===== src/rtl/dcff_pkg.sv =====
// Package of constants shared by the flag-control buffer files.
package dcff_pkg;
    localparam int          DCFF_WIDTH         = 18;
    localparam int          DCFF_DEPTH         = 64;
    localparam int          DCFF_OFS_W         = 12;
    localparam logic [11:0] DCFF_EMPTY_OFS_RST = 12'h007;
    localparam logic [11:0] DCFF_FULL_OFS_RST  = 12'h007;
    localparam int          DCFF_CLK_NS        = 40;
    localparam int          DCFF_RTR_NS        = 12;
    localparam int          DCFF_RTR_CYC       = (DCFF_RTR_NS + DCFF_CLK_NS - 1) / DCFF_CLK_NS;
    localparam logic [31:0] DCFF_ADDR_CTRL     = 32'h0000_0000;
    localparam logic [31:0] DCFF_ADDR_STAT     = 32'h0000_0004;
    localparam logic [31:0] DCFF_ADDR_MASK     = 32'h0000_0008;
    localparam logic [31:0] DCFF_ADDR_LEVEL    = 32'h0000_000C;
    localparam logic [31:0] DCFF_ADDR_EOFS     = 32'h0000_0010;
    localparam logic [31:0] DCFF_ADDR_FOFS     = 32'h0000_0014;
    localparam int          DCFF_NEV           = 4;
    localparam int          DCFF_EV_FULL       = 0;
    localparam int          DCFF_EV_EMPTY      = 1;
    localparam int          DCFF_EV_WCASC      = 2;
    localparam int          DCFF_EV_RCASC      = 3;
endpackage : dcff_pkg


===== src/rtl/dcff_flag_if.sv =====
// Interface carrying the count and offset view between the core and the flag decoder.
`timescale 1ns/1ps
interface dcff_flag_if #(parameter int AW = 7);
    logic [AW-1:0] count;
    logic [11:0]   empty_ofs;
    logic [11:0]   full_ofs;
    logic          full_n;
    logic          empty_n;
    logic          almost_empty_n;
    logic          almost_full_n;
    logic          half_full_n;
    modport core (output count, output empty_ofs, output full_ofs,
                  input full_n, input empty_n, input almost_empty_n,
                  input almost_full_n, input half_full_n);
    modport dec  (input count, input empty_ofs, input full_ofs,
                  output full_n, output empty_n, output almost_empty_n,
                  output almost_full_n, output half_full_n);
endinterface : dcff_flag_if


===== src/rtl/dcff_flag_dec.sv =====
// Combinational decode of the stored count into the five active-low flags.
`timescale 1ns/1ps
module dcff_flag_dec
    import dcff_pkg::*;
#(
    parameter int DEPTH = 64,
    parameter int AW    = 7
)(
    dcff_flag_if.dec f
);
    logic [12:0] cnt;
    always_comb
    begin
        cnt              = 13'(f.count);
        f.empty_n        = (cnt != 13'h0000);
        f.full_n         = (cnt != 13'(DEPTH));
        f.almost_empty_n = (cnt > {1'b0, f.empty_ofs});
        f.almost_full_n  = (cnt < 13'(DEPTH) - {1'b0, f.full_ofs});
        f.half_full_n    = (cnt <= 13'(DEPTH / 2));
    end
endmodule : dcff_flag_dec


===== src/rtl/dcff_top.sv =====
// Single-clock flag-control buffer with offset programming, rewind and Avalon-MM status.
//
// The implementer's own choices: the register offsets and register access over Avalon-MM.
`timescale 1ns/1ps
module dcff_top
    import dcff_pkg::*;
#(
    parameter int DEPTH = DCFF_DEPTH,
    parameter int AW    = $clog2(DEPTH) + 1
)(
    // Clock and reset
    input  wire logic                  MCLK,
    input  wire logic                  RESET,
    // Producer side
    input  wire logic                  WRITE_EN_N,
    input  wire logic [DCFF_WIDTH-1:0] WRITE_DATA,
    input  wire logic                  OFFSET_LOAD_N,
    // Consumer side
    input  wire logic                  READ_EN_N,
    input  wire logic                  OUTPUT_EN_N,
    input  wire logic                  REWIND_PULSE,
    output logic      [DCFF_WIDTH-1:0] READ_DATA_O,
    output logic      [DCFF_WIDTH-1:0] READ_DATA_OE,
    // Flags
    output logic                       EMPTY_FLAG_N,
    output logic                       FULL_FLAG_N,
    output logic                       ALMOST_EMPTY_FLAG_N,
    output logic                       ALMOST_FULL_FLAG_N,
    output logic                       HALF_FULL_FLAG_N,
    output logic                       WRITE_CASCADE_OUT,
    output logic                       READ_CASCADE_OUT,
    // Avalon-MM slave
    input  wire logic [31:0]           AVS_ADDRESS,
    input  wire logic                  AVS_READ,
    input  wire logic                  AVS_WRITE,
    input  wire logic [31:0]           AVS_WRITEDATA,
    output logic      [31:0]           AVS_READDATA,
    output logic                       AVS_WAITREQUEST,
    output logic                       IRQ
);
    localparam int PW = AW - 1;

    // Inputs are synchronised because the producer and consumer sit outside this domain.
    logic [1:0] wen_s, ren_s, oe_s, rt_s, ld_s;
    logic [DCFF_WIDTH-1:0] wd_s1, wd_s2;
    always_ff @(posedge MCLK or posedge RESET)
    begin
        if (RESET)
        begin
            wen_s <= 2'h3;
            ren_s <= 2'h3;
            oe_s  <= 2'h3;
            rt_s  <= 2'h0;
            ld_s  <= 2'h3;
            wd_s1 <= '0;
            wd_s2 <= '0;
        end
        else
        begin
            wen_s <= {wen_s[0], WRITE_EN_N};
            ren_s <= {ren_s[0], READ_EN_N};
            oe_s  <= {oe_s[0], OUTPUT_EN_N};
            rt_s  <= {rt_s[0], REWIND_PULSE};
            ld_s  <= {ld_s[0], OFFSET_LOAD_N};
            wd_s1 <= WRITE_DATA;
            wd_s2 <= wd_s1;
        end
    end
    logic wen, ren, oe, ld, rt_d_r, rt_rise;
    assign wen     = !wen_s[1];
    assign ren     = !ren_s[1];
    assign oe      = !oe_s[1];
    assign ld      = !ld_s[1];
    assign rt_rise = rt_s[1] && !rt_d_r;

    logic [DCFF_WIDTH-1:0] mem [DEPTH];
    logic [PW-1:0] wp_r, wp_nxt, rp_r, rp_nxt;
    logic [AW-1:0] cnt_r, cnt_nxt;
    logic [11:0]   eofs_r, eofs_nxt, fofs_r, fofs_nxt;
    logic          ofs_sel_r, ofs_sel_nxt;
    logic [DCFF_WIDTH-1:0] q_r, q_nxt;
    logic          wcas_r, wcas_nxt, rcas_r, rcas_nxt;
    logic [1:0]    rtr_r, rtr_nxt;
    logic          do_wr, do_rd;

    dcff_flag_if #(.AW(AW)) fi ();
    dcff_flag_dec #(.DEPTH(DEPTH), .AW(AW)) u_dec (.f(fi.dec));
    assign fi.count     = cnt_r;
    assign fi.empty_ofs = eofs_r;
    assign fi.full_ofs  = fofs_r;

    function automatic logic [PW-1:0] ptr_inc(input logic [PW-1:0] p);
        ptr_inc = (p == PW'(DEPTH - 1)) ? '0 : p + PW'(1);
    endfunction : ptr_inc

    always_comb
    begin
        // The pin flag lags the count by one edge, so the live count gates as well;
        // otherwise a back-to-back burst would slip one word past a full or empty buffer.
        do_wr       = wen && !ld && FULL_FLAG_N && fi.full_n && (rtr_r == 2'h0);
        do_rd       = ren && !ld && EMPTY_FLAG_N && fi.empty_n && (rtr_r == 2'h0);
        wp_nxt      = wp_r;
        rp_nxt      = rp_r;
        cnt_nxt     = cnt_r;
        eofs_nxt    = eofs_r;
        fofs_nxt    = fofs_r;
        ofs_sel_nxt = ofs_sel_r;
        q_nxt       = q_r;
        wcas_nxt    = 1'b0;
        rcas_nxt    = 1'b0;
        rtr_nxt     = (rtr_r != 2'h0) ? rtr_r - 2'h1 : 2'h0;
        if (wen && ld)
        begin
            ofs_sel_nxt = !ofs_sel_r;
            if (!ofs_sel_r)
                eofs_nxt = wd_s2[11:0];
            else
                fofs_nxt = wd_s2[11:0];
        end
        if (ren && ld)
            q_nxt = DCFF_WIDTH'(ofs_sel_r ? fofs_r : eofs_r);
        if (do_wr)
        begin
            wp_nxt   = ptr_inc(wp_r);
            wcas_nxt = (wp_r == PW'(DEPTH - 1));
        end
        if (do_rd)
        begin
            q_nxt    = mem[rp_r];
            rp_nxt   = ptr_inc(rp_r);
            rcas_nxt = (rp_r == PW'(DEPTH - 1));
        end
        cnt_nxt = cnt_r + AW'(do_wr) - AW'(do_rd);
        if (rt_rise)
        begin
            rp_nxt  = '0;
            cnt_nxt = AW'(wp_r) + AW'(do_wr);
            if (wp_r == '0 && cnt_r != '0)
                cnt_nxt = AW'(DEPTH);
            rtr_nxt = 2'(DCFF_RTR_CYC);
        end
    end

    always_ff @(posedge MCLK)
    begin
        if (do_wr)
            mem[wp_r] <= wd_s2;
    end

    always_ff @(posedge MCLK or posedge RESET)
    begin
        if (RESET)
        begin
            wp_r      <= '0;
            rp_r      <= '0;
            cnt_r     <= '0;
            eofs_r    <= DCFF_EMPTY_OFS_RST;
            fofs_r    <= DCFF_FULL_OFS_RST;
            ofs_sel_r <= 1'b0;
            q_r       <= '0;
            wcas_r    <= 1'b0;
            rcas_r    <= 1'b0;
            rtr_r     <= 2'h0;
            rt_d_r    <= 1'b0;
        end
        else
        begin
            wp_r      <= wp_nxt;
            rp_r      <= rp_nxt;
            cnt_r     <= cnt_nxt;
            eofs_r    <= eofs_nxt;
            fofs_r    <= fofs_nxt;
            ofs_sel_r <= ofs_sel_nxt;
            q_r       <= q_nxt;
            wcas_r    <= wcas_nxt;
            rcas_r    <= rcas_nxt;
            rtr_r     <= rtr_nxt;
            rt_d_r    <= rt_s[1];
        end
    end

    // Flags follow the count one edge after each transfer, which is the single-clock
    // form of the skew rules: both sides share MCLK, so there is always one edge apart.
    always_ff @(posedge MCLK or posedge RESET)
    begin
        if (RESET)
        begin
            EMPTY_FLAG_N        <= 1'b0;
            FULL_FLAG_N         <= 1'b1;
            ALMOST_EMPTY_FLAG_N <= 1'b0;
            ALMOST_FULL_FLAG_N  <= 1'b1;
            HALF_FULL_FLAG_N    <= 1'b1;
            READ_DATA_O         <= '0;
            READ_DATA_OE        <= '0;
            WRITE_CASCADE_OUT   <= 1'b0;
            READ_CASCADE_OUT    <= 1'b0;
        end
        else
        begin
            EMPTY_FLAG_N        <= fi.empty_n;
            FULL_FLAG_N         <= fi.full_n;
            ALMOST_EMPTY_FLAG_N <= fi.almost_empty_n;
            ALMOST_FULL_FLAG_N  <= fi.almost_full_n;
            HALF_FULL_FLAG_N    <= fi.half_full_n;
            READ_DATA_O         <= q_nxt;
            READ_DATA_OE        <= {DCFF_WIDTH{oe}};
            WRITE_CASCADE_OUT   <= wcas_nxt;
            READ_CASCADE_OUT    <= rcas_nxt;
        end
    end

    // Avalon-MM slave: one wait cycle, then the answer.
    // Writes commit only at the edge where the master sees waitrequest low.
    logic [DCFF_NEV-1:0] stat_r, stat_nxt, mask_r, mask_nxt;
    logic                ctl_r, ctl_nxt, ack_r, ack_nxt, irq_nxt;
    logic [31:0]         rd_nxt;
    logic [DCFF_NEV-1:0] ev;
    logic                full_d_r, empty_d_r;
    assign ev = {rcas_r, wcas_r, !EMPTY_FLAG_N && empty_d_r, !FULL_FLAG_N && full_d_r};

    always_comb
    begin
        ack_nxt  = (AVS_READ || AVS_WRITE) && !ack_r;
        stat_nxt = stat_r;
        mask_nxt = mask_r;
        ctl_nxt  = ctl_r;
        rd_nxt   = AVS_READDATA;
        if (ack_r && AVS_WRITE)
        begin
            if (AVS_ADDRESS == DCFF_ADDR_STAT)
                stat_nxt = stat_r & ~AVS_WRITEDATA[DCFF_NEV-1:0];
            if (AVS_ADDRESS == DCFF_ADDR_MASK)
                mask_nxt = AVS_WRITEDATA[DCFF_NEV-1:0];
            if (AVS_ADDRESS == DCFF_ADDR_CTRL)
                ctl_nxt = AVS_WRITEDATA[0];
        end
        stat_nxt = stat_nxt | (ev & {DCFF_NEV{ctl_r}});
        if (ack_nxt && AVS_READ)
        begin
            unique case (AVS_ADDRESS)
                DCFF_ADDR_CTRL:  rd_nxt = {31'h0, ctl_r};
                DCFF_ADDR_STAT:  rd_nxt = 32'(stat_r);
                DCFF_ADDR_MASK:  rd_nxt = 32'(mask_r);
                DCFF_ADDR_LEVEL: rd_nxt = 32'(cnt_r);
                DCFF_ADDR_EOFS:  rd_nxt = 32'(eofs_r);
                DCFF_ADDR_FOFS:  rd_nxt = 32'(fofs_r);
                default:         rd_nxt = 32'h0000_0000;
            endcase
        end
        irq_nxt = |(stat_nxt & ~mask_nxt);
    end

    always_ff @(posedge MCLK or posedge RESET)
    begin
        if (RESET)
        begin
            stat_r          <= '0;
            mask_r          <= '0;
            ctl_r           <= 1'b1;
            ack_r           <= 1'b0;
            full_d_r        <= 1'b1;
            empty_d_r       <= 1'b0;
            AVS_READDATA    <= 32'h0000_0000;
            AVS_WAITREQUEST <= 1'b1;
            IRQ             <= 1'b0;
        end
        else
        begin
            stat_r          <= stat_nxt;
            mask_r          <= mask_nxt;
            ctl_r           <= ctl_nxt;
            ack_r           <= ack_nxt;
            full_d_r        <= FULL_FLAG_N;
            empty_d_r       <= EMPTY_FLAG_N;
            AVS_READDATA    <= rd_nxt;
            AVS_WAITREQUEST <= !ack_nxt;
            IRQ             <= irq_nxt;
        end
    end

    // Checks.
    AST_WR_BLOCK: assert property (@(posedge MCLK) disable iff (RESET)
        (!FULL_FLAG_N || cnt_r == AW'(DEPTH)) |=> (wp_r == $past(wp_r)))
        else $error("write taken while full");
    AST_RD_BLOCK: assert property (@(posedge MCLK) disable iff (RESET)
        ((!EMPTY_FLAG_N || cnt_r == '0) && !rt_rise) |=> (rp_r == $past(rp_r)))
        else $error("read taken while empty");
    AST_EMPTY_FLAG: assert property (@(posedge MCLK) disable iff (RESET)
        (cnt_r == '0) |=> !EMPTY_FLAG_N) else $error("empty flag wrong");
    AST_FULL_FLAG: assert property (@(posedge MCLK) disable iff (RESET)
        (cnt_r == AW'(DEPTH)) |=> !FULL_FLAG_N) else $error("full flag wrong");
    AST_AE: assert property (@(posedge MCLK) disable iff (RESET)
        (13'(cnt_r) <= {1'b0, eofs_r}) |=> !ALMOST_EMPTY_FLAG_N)
        else $error("almost empty wrong");
    AST_AF: assert property (@(posedge MCLK) disable iff (RESET)
        (13'(cnt_r) >= 13'(DEPTH) - {1'b0, fofs_r}) |=> !ALMOST_FULL_FLAG_N)
        else $error("almost full wrong");
    AST_RT: assert property (@(posedge MCLK) disable iff (RESET)
        rt_rise |=> (rp_r == '0)) else $error("rewind missed");
    AST_OFS: assert property (@(posedge MCLK) disable iff (RESET)
        (wen && ld && !ofs_sel_r) |=> (eofs_r == $past(wd_s2[11:0]) && ofs_sel_r))
        else $error("offset order wrong");
    AST_WCAS: assert property (@(posedge MCLK) disable iff (RESET)
        (do_wr && wp_r == PW'(DEPTH - 1)) |=> WRITE_CASCADE_OUT)
        else $error("cascade missing");
    COV_FULL: cover property (@(posedge MCLK) disable iff (RESET) !FULL_FLAG_N);
    COV_RT:   cover property (@(posedge MCLK) disable iff (RESET) rt_rise && cnt_r != '0);
    COV_IRQ:  cover property (@(posedge MCLK) disable iff (RESET) IRQ);
endmodule : dcff_top


===== config.mk =====
export PLATFORM = sky130hd
export DESIGN_NAME = dcff_top
export DESIGN_NICKNAME = d
export VERILOG_FILES = /design/src/rtl/dcff_pkg.sv /design/src/rtl/dcff_flag_if.sv /design/src/rtl/dcff_flag_dec.sv /design/src/rtl/dcff_top.sv
export SDC_FILE = /design/constraint.sdc
export NUM_CORES = 2
export LEC_CHECK = 0
export BUFFER_PORTS_ARGS = -buffer_cell sky130_fd_sc_hd__buf_2
export CORE_ASPECT_RATIO = 1.75
export CORE_MARGIN = 4
export CORE_UTILIZATION = 40
export DETAILED_ROUTE_END_ITERATION = 8
export HOLD_SLACK_MARGIN = 0.02
export PLACE_DENSITY = 0.59
export SYNTH_ARGS = -nofsm -noshare
export SYNTH_HDL_FRONTEND = slang
export SYNTH_SLANG_ARGS = --single-unit
export TNS_END_PERCENT = 100

===== constraint.sdc =====
create_clock -name MCLK -period 5.9 [get_ports MCLK]
set_input_delay 0 -clock MCLK [delete_from_list [all_inputs] [get_ports MCLK]]
set_output_delay 0 -clock MCLK [all_outputs]
set_load 0.01 [all_outputs]

==> metrics <==
clk_lat worst skew=0.73 ns; final hold violations=0; number of enable flip-flop cells after synthesis=1152; Core Area=127000 um2; Switch Pwr=0.00549 W; Hold Crit Depth=6; CP peak stage delay=0.56 ns; cts repair resizes=0; WP data arrival=4.75 ns; Post-Layout Cell Count=4739; Ys Warns=0; critical path fanouts, max=23; post-DR wirelength/cell=28.5 um; Critical R2R Launch=cnt_r[3]$_DFF_PP0_; Top Ports=168; die height=480 um; period utilization=0.694; Final Skew=0.0312 ns; Buf/Inv on CP=3; RSZ-0062 raised after global routing=no; CTS tree=done; Routed Antenna Nets=0; Sequential Power Share=0.498; vias=26500; Syn Area/Cell=18.7 um2; type of the worst setup path=register to register; Worst IR Drop VDD=0.000236 V; status=finished, final reports clean; Main synth FF type=edfxtp_1; Core Util, Final=0.459; clk slew on worst S/H paths=0.07 ns; total power=0.0212 W; Worst Path Required=6.56 ns; drt drc=0; routed vias/inst=5.59; R2R depth=16; Cell Area, Placed=53800 um2; Yosys reg bits=1297; largest net degree at the start of global routing=104; sequential fraction of the synthesis area=0.750; CTS sink cnt=1297; Post-CTS Setup Inserts=0; Fmax=0.244 GHz; Placed Cells incl. Taps=4460; IO Port Bufs=119; layout net count=3108; combinational power share=0.150; cell leakage power=18.9 nW; Syn Inst Count=2732; Worst setup EP type=register; async set-or-reset flop fraction in the synthesized netlist=0.112; first-pass GRT wire length=193 mm; Worst Setup EP=cnt_r[6]$_DFF_PP0_; cts hold-fix bufs=70; r2r endpoint=cnt_r[6]$_DFF_PP0_; DR pass1 iterations=7; max-slew violations=0; Synth area leaders=edfxtp_1 (68%), mux4_2 (8.7%), dfrtp_1 (6.1%); TritonCTS Buffers=116; design area=58200 um2; Net Sw Frac=0.258; vias in the first global route=27900; Max-cap violations=0; Final min period=4.10 ns; critical path depth=16; grt total ovfl=0; Internal=0.0157 W; GRT Total Usage=0.200; layout cells sized above 1=0.233; CTS root buf=clkbuf_16; delay-heaviest family, CP=adder cells; synth unique cells=71; Starting Density=0.402; CP Cell Sequence=inv_1, ha_1, nor4b_1, nand2_1, or4b_1, clkinv_8, ha_1, inv_1, ha_1, fa_1, a21oi_1, o21bai_1, a21oi_1, o21bai_1, xor2_1, a21oi_1; FF-to-FF setup slack=1.80 ns; final wirelength=135 mm; Core Rows=173; Horiz. Die Dim=278 um; slowest CP cell=or4b_1; Rel. slew slack=0.0672; Critical Path Source=cnt_r[3]$_DFF_PP0_; Worst Tran Pin Value=1.40 ns; Post-Syn Area=51000 um2; DP Wirelength=83.4 mm; DRT iter0 DRCs=2297; setup TNS=0 ns; Placer Congestion=0.872; Die ar.=134000 um2; clock share of power=0.352; area leader, netlist=edfxtp_1; H-tree Lvls=3; CP startpoint kind=register; HP Class=input port to register; initial antenna violation count=2; pwr/cell area=365 nW/um2; Syn-to-layout area delta=14.1%; Clock Path Buffers=3; share of the synthesized area in the top cell type=0.678; setup violators final=0
sequential cells by signal, summed over array words and instances (netlist names), 4 cells and up:
register	count
mask_r	4
wp_r	6
stat_r	4
wd_s2	18
mem	1152
READ_DATA_O	18
AVS_READDATA	12
rp_r	6
fi.full_ofs	12
wd_s1	18
cnt_r	7
eofs_r	12
power groups by stage:
stage	clock network [W]	registers (W)	logic [W]
3_3_place_gp	0	0.0108	0.00313
3_5_place_dp	0	0.0108	0.00318
2_1_floorplan	0	0.0107	0.00218
6_report	0.00747	0.0106	0.00318
4_1_cts	0.00762	0.0106	0.00322
5_1_grt	0.00800	0.0106	0.00341
synthesized netlist by cell type, drive strengths merged, types with 29 or more instances:
cell and instances:
clkbuf 50, nand2 106, a21oi 112, buf 129, nor2 132, dfrtp 125
mux4 197, edfxtp 1152, mux2i 222, mux2 29, a22oi 61, o21ai 69
o221ai 30, ha 30, inv 38
cells by family after synthesis:
| group | Yosys count | synth area share |
|---|---|---|
| DFF | 1297 | 0.750 |
| other | 1 | 0.0000735 |
| xor gates and xnor gates | 19 | 0.00326 |
| adders and majority gates | 31 | 0.00775 |
| buffers and inverters | 218 | 0.0228 |
| muxes | 448 | 0.137 |
| and+or+nand+nor | 322 | 0.0289 |
| AOI/OAI and AO/OA | 396 | 0.0505 |
metrics by stage:
| step | setup WS [ns] | hold slack, ns |
|---|---|---|
| floorplan | 2.04 | 0.00448 |
| global placement | 1.83 | 0.108 |
| global route | 1.47 | 0.139 |
| finish | 1.80 | 0.135 |
| detailed placement | 1.89 | 0.107 |
| CTS | 1.84 | 0.0797 |
cell type report:
cell class	count	area, um2
fillers	10800	68600
flip-flops and latches	1297	38300
multi-input cells	1236	11800
clock buffers	146	3110
repair buffers	296	2170
well taps	1662	2080
clock inverters	62	603
inverters	39	164
diodes	1	2.50
layout by cell type, fill, tap and decap left out, types with 14 or more instances in the layout:
| cell | instances |
|---|---|
| nand3_1 | 14 |
| dfrtp_1 | 102 |
| clkinv_2 | 15 |
| a221oi_1 | 14 |
| o221ai_1 | 30 |
| nand2_1 | 105 |
| mux2_2 | 29 |
| o22ai_1 | 25 |
| clkbuf_16 | 119 |
| inv_1 | 35 |
| mux4_2 | 197 |
| dfstp_2 | 20 |
| edfxtp_1 | 1152 |
| o21ai_0 | 55 |
| ha_1 | 30 |
| a22oi_1 | 61 |
| o211ai_1 | 27 |
| a21oi_1 | 112 |
| clkbuf_1 | 24 |
| dlygate4sd3_1 | 70 |
| dfrtp_2 | 21 |
| mux2i_1 | 222 |
| o31ai_1 | 14 |
| o21ai_1 | 14 |
| conb_1 | 20 |
| buf_4 | 101 |
| clkinv_1 | 17 |
| nor2_1 | 93 |
| nor2_2 | 37 |
| buf_2 | 119 |
worst register-to-register path, stage by stage (launching register included):
cell,delay (ns)
dfrtp_1,0.48
inv_1,0.13
ha_1,0.16
nor4b_1,0.32
nand2_1,0.21
or4b_1,0.56
clkinv_8,0.27
ha_1,0.35
inv_1,0.04
ha_1,0.21
fa_1,0.45
a21oi_1,0.19
o21bai_1,0.11
a21oi_1,0.17
o21bai_1,0.09
xor2_1,0.15
a21oi_1,0.13
routing by layer:
layer  vias to the layer above  wire [um]  global-route usage  share of wire
met5                         -          0                   0              0
met4                         0       9820               0.125          0.073
met3                       302       6590              0.0288          0.049
met2                       934      71100               0.361           0.53
met1                     13900      47400               0.220           0.35
li1                      11400          -                   -              -
worst min path at each step:
stage / slack [ns] / endpoint / from
final: 0.13 / AVS_READDATA[3]$_DFFE_PP0P_ / AVS_ADDRESS[30]
after global routing: 0.14 / mask_r[0]$_DFF_PP0_ / AVS_WRITEDATA[0]
after CTS: 0.08 / mask_r[0]$_DFF_PP0_ / AVS_WRITEDATA[0]
after detailed placement: 0.11 / oe_s[0]$_DFF_PP1_ / OUTPUT_EN_N
after global placement: 0.11 / ren_s[0]$_DFF_PP1_ / READ_EN_N
after floorplan: 0.004 / ld_s[0]$_DFF_PP1_ / OFFSET_LOAD_N
(Power assumes the default switching activity.)
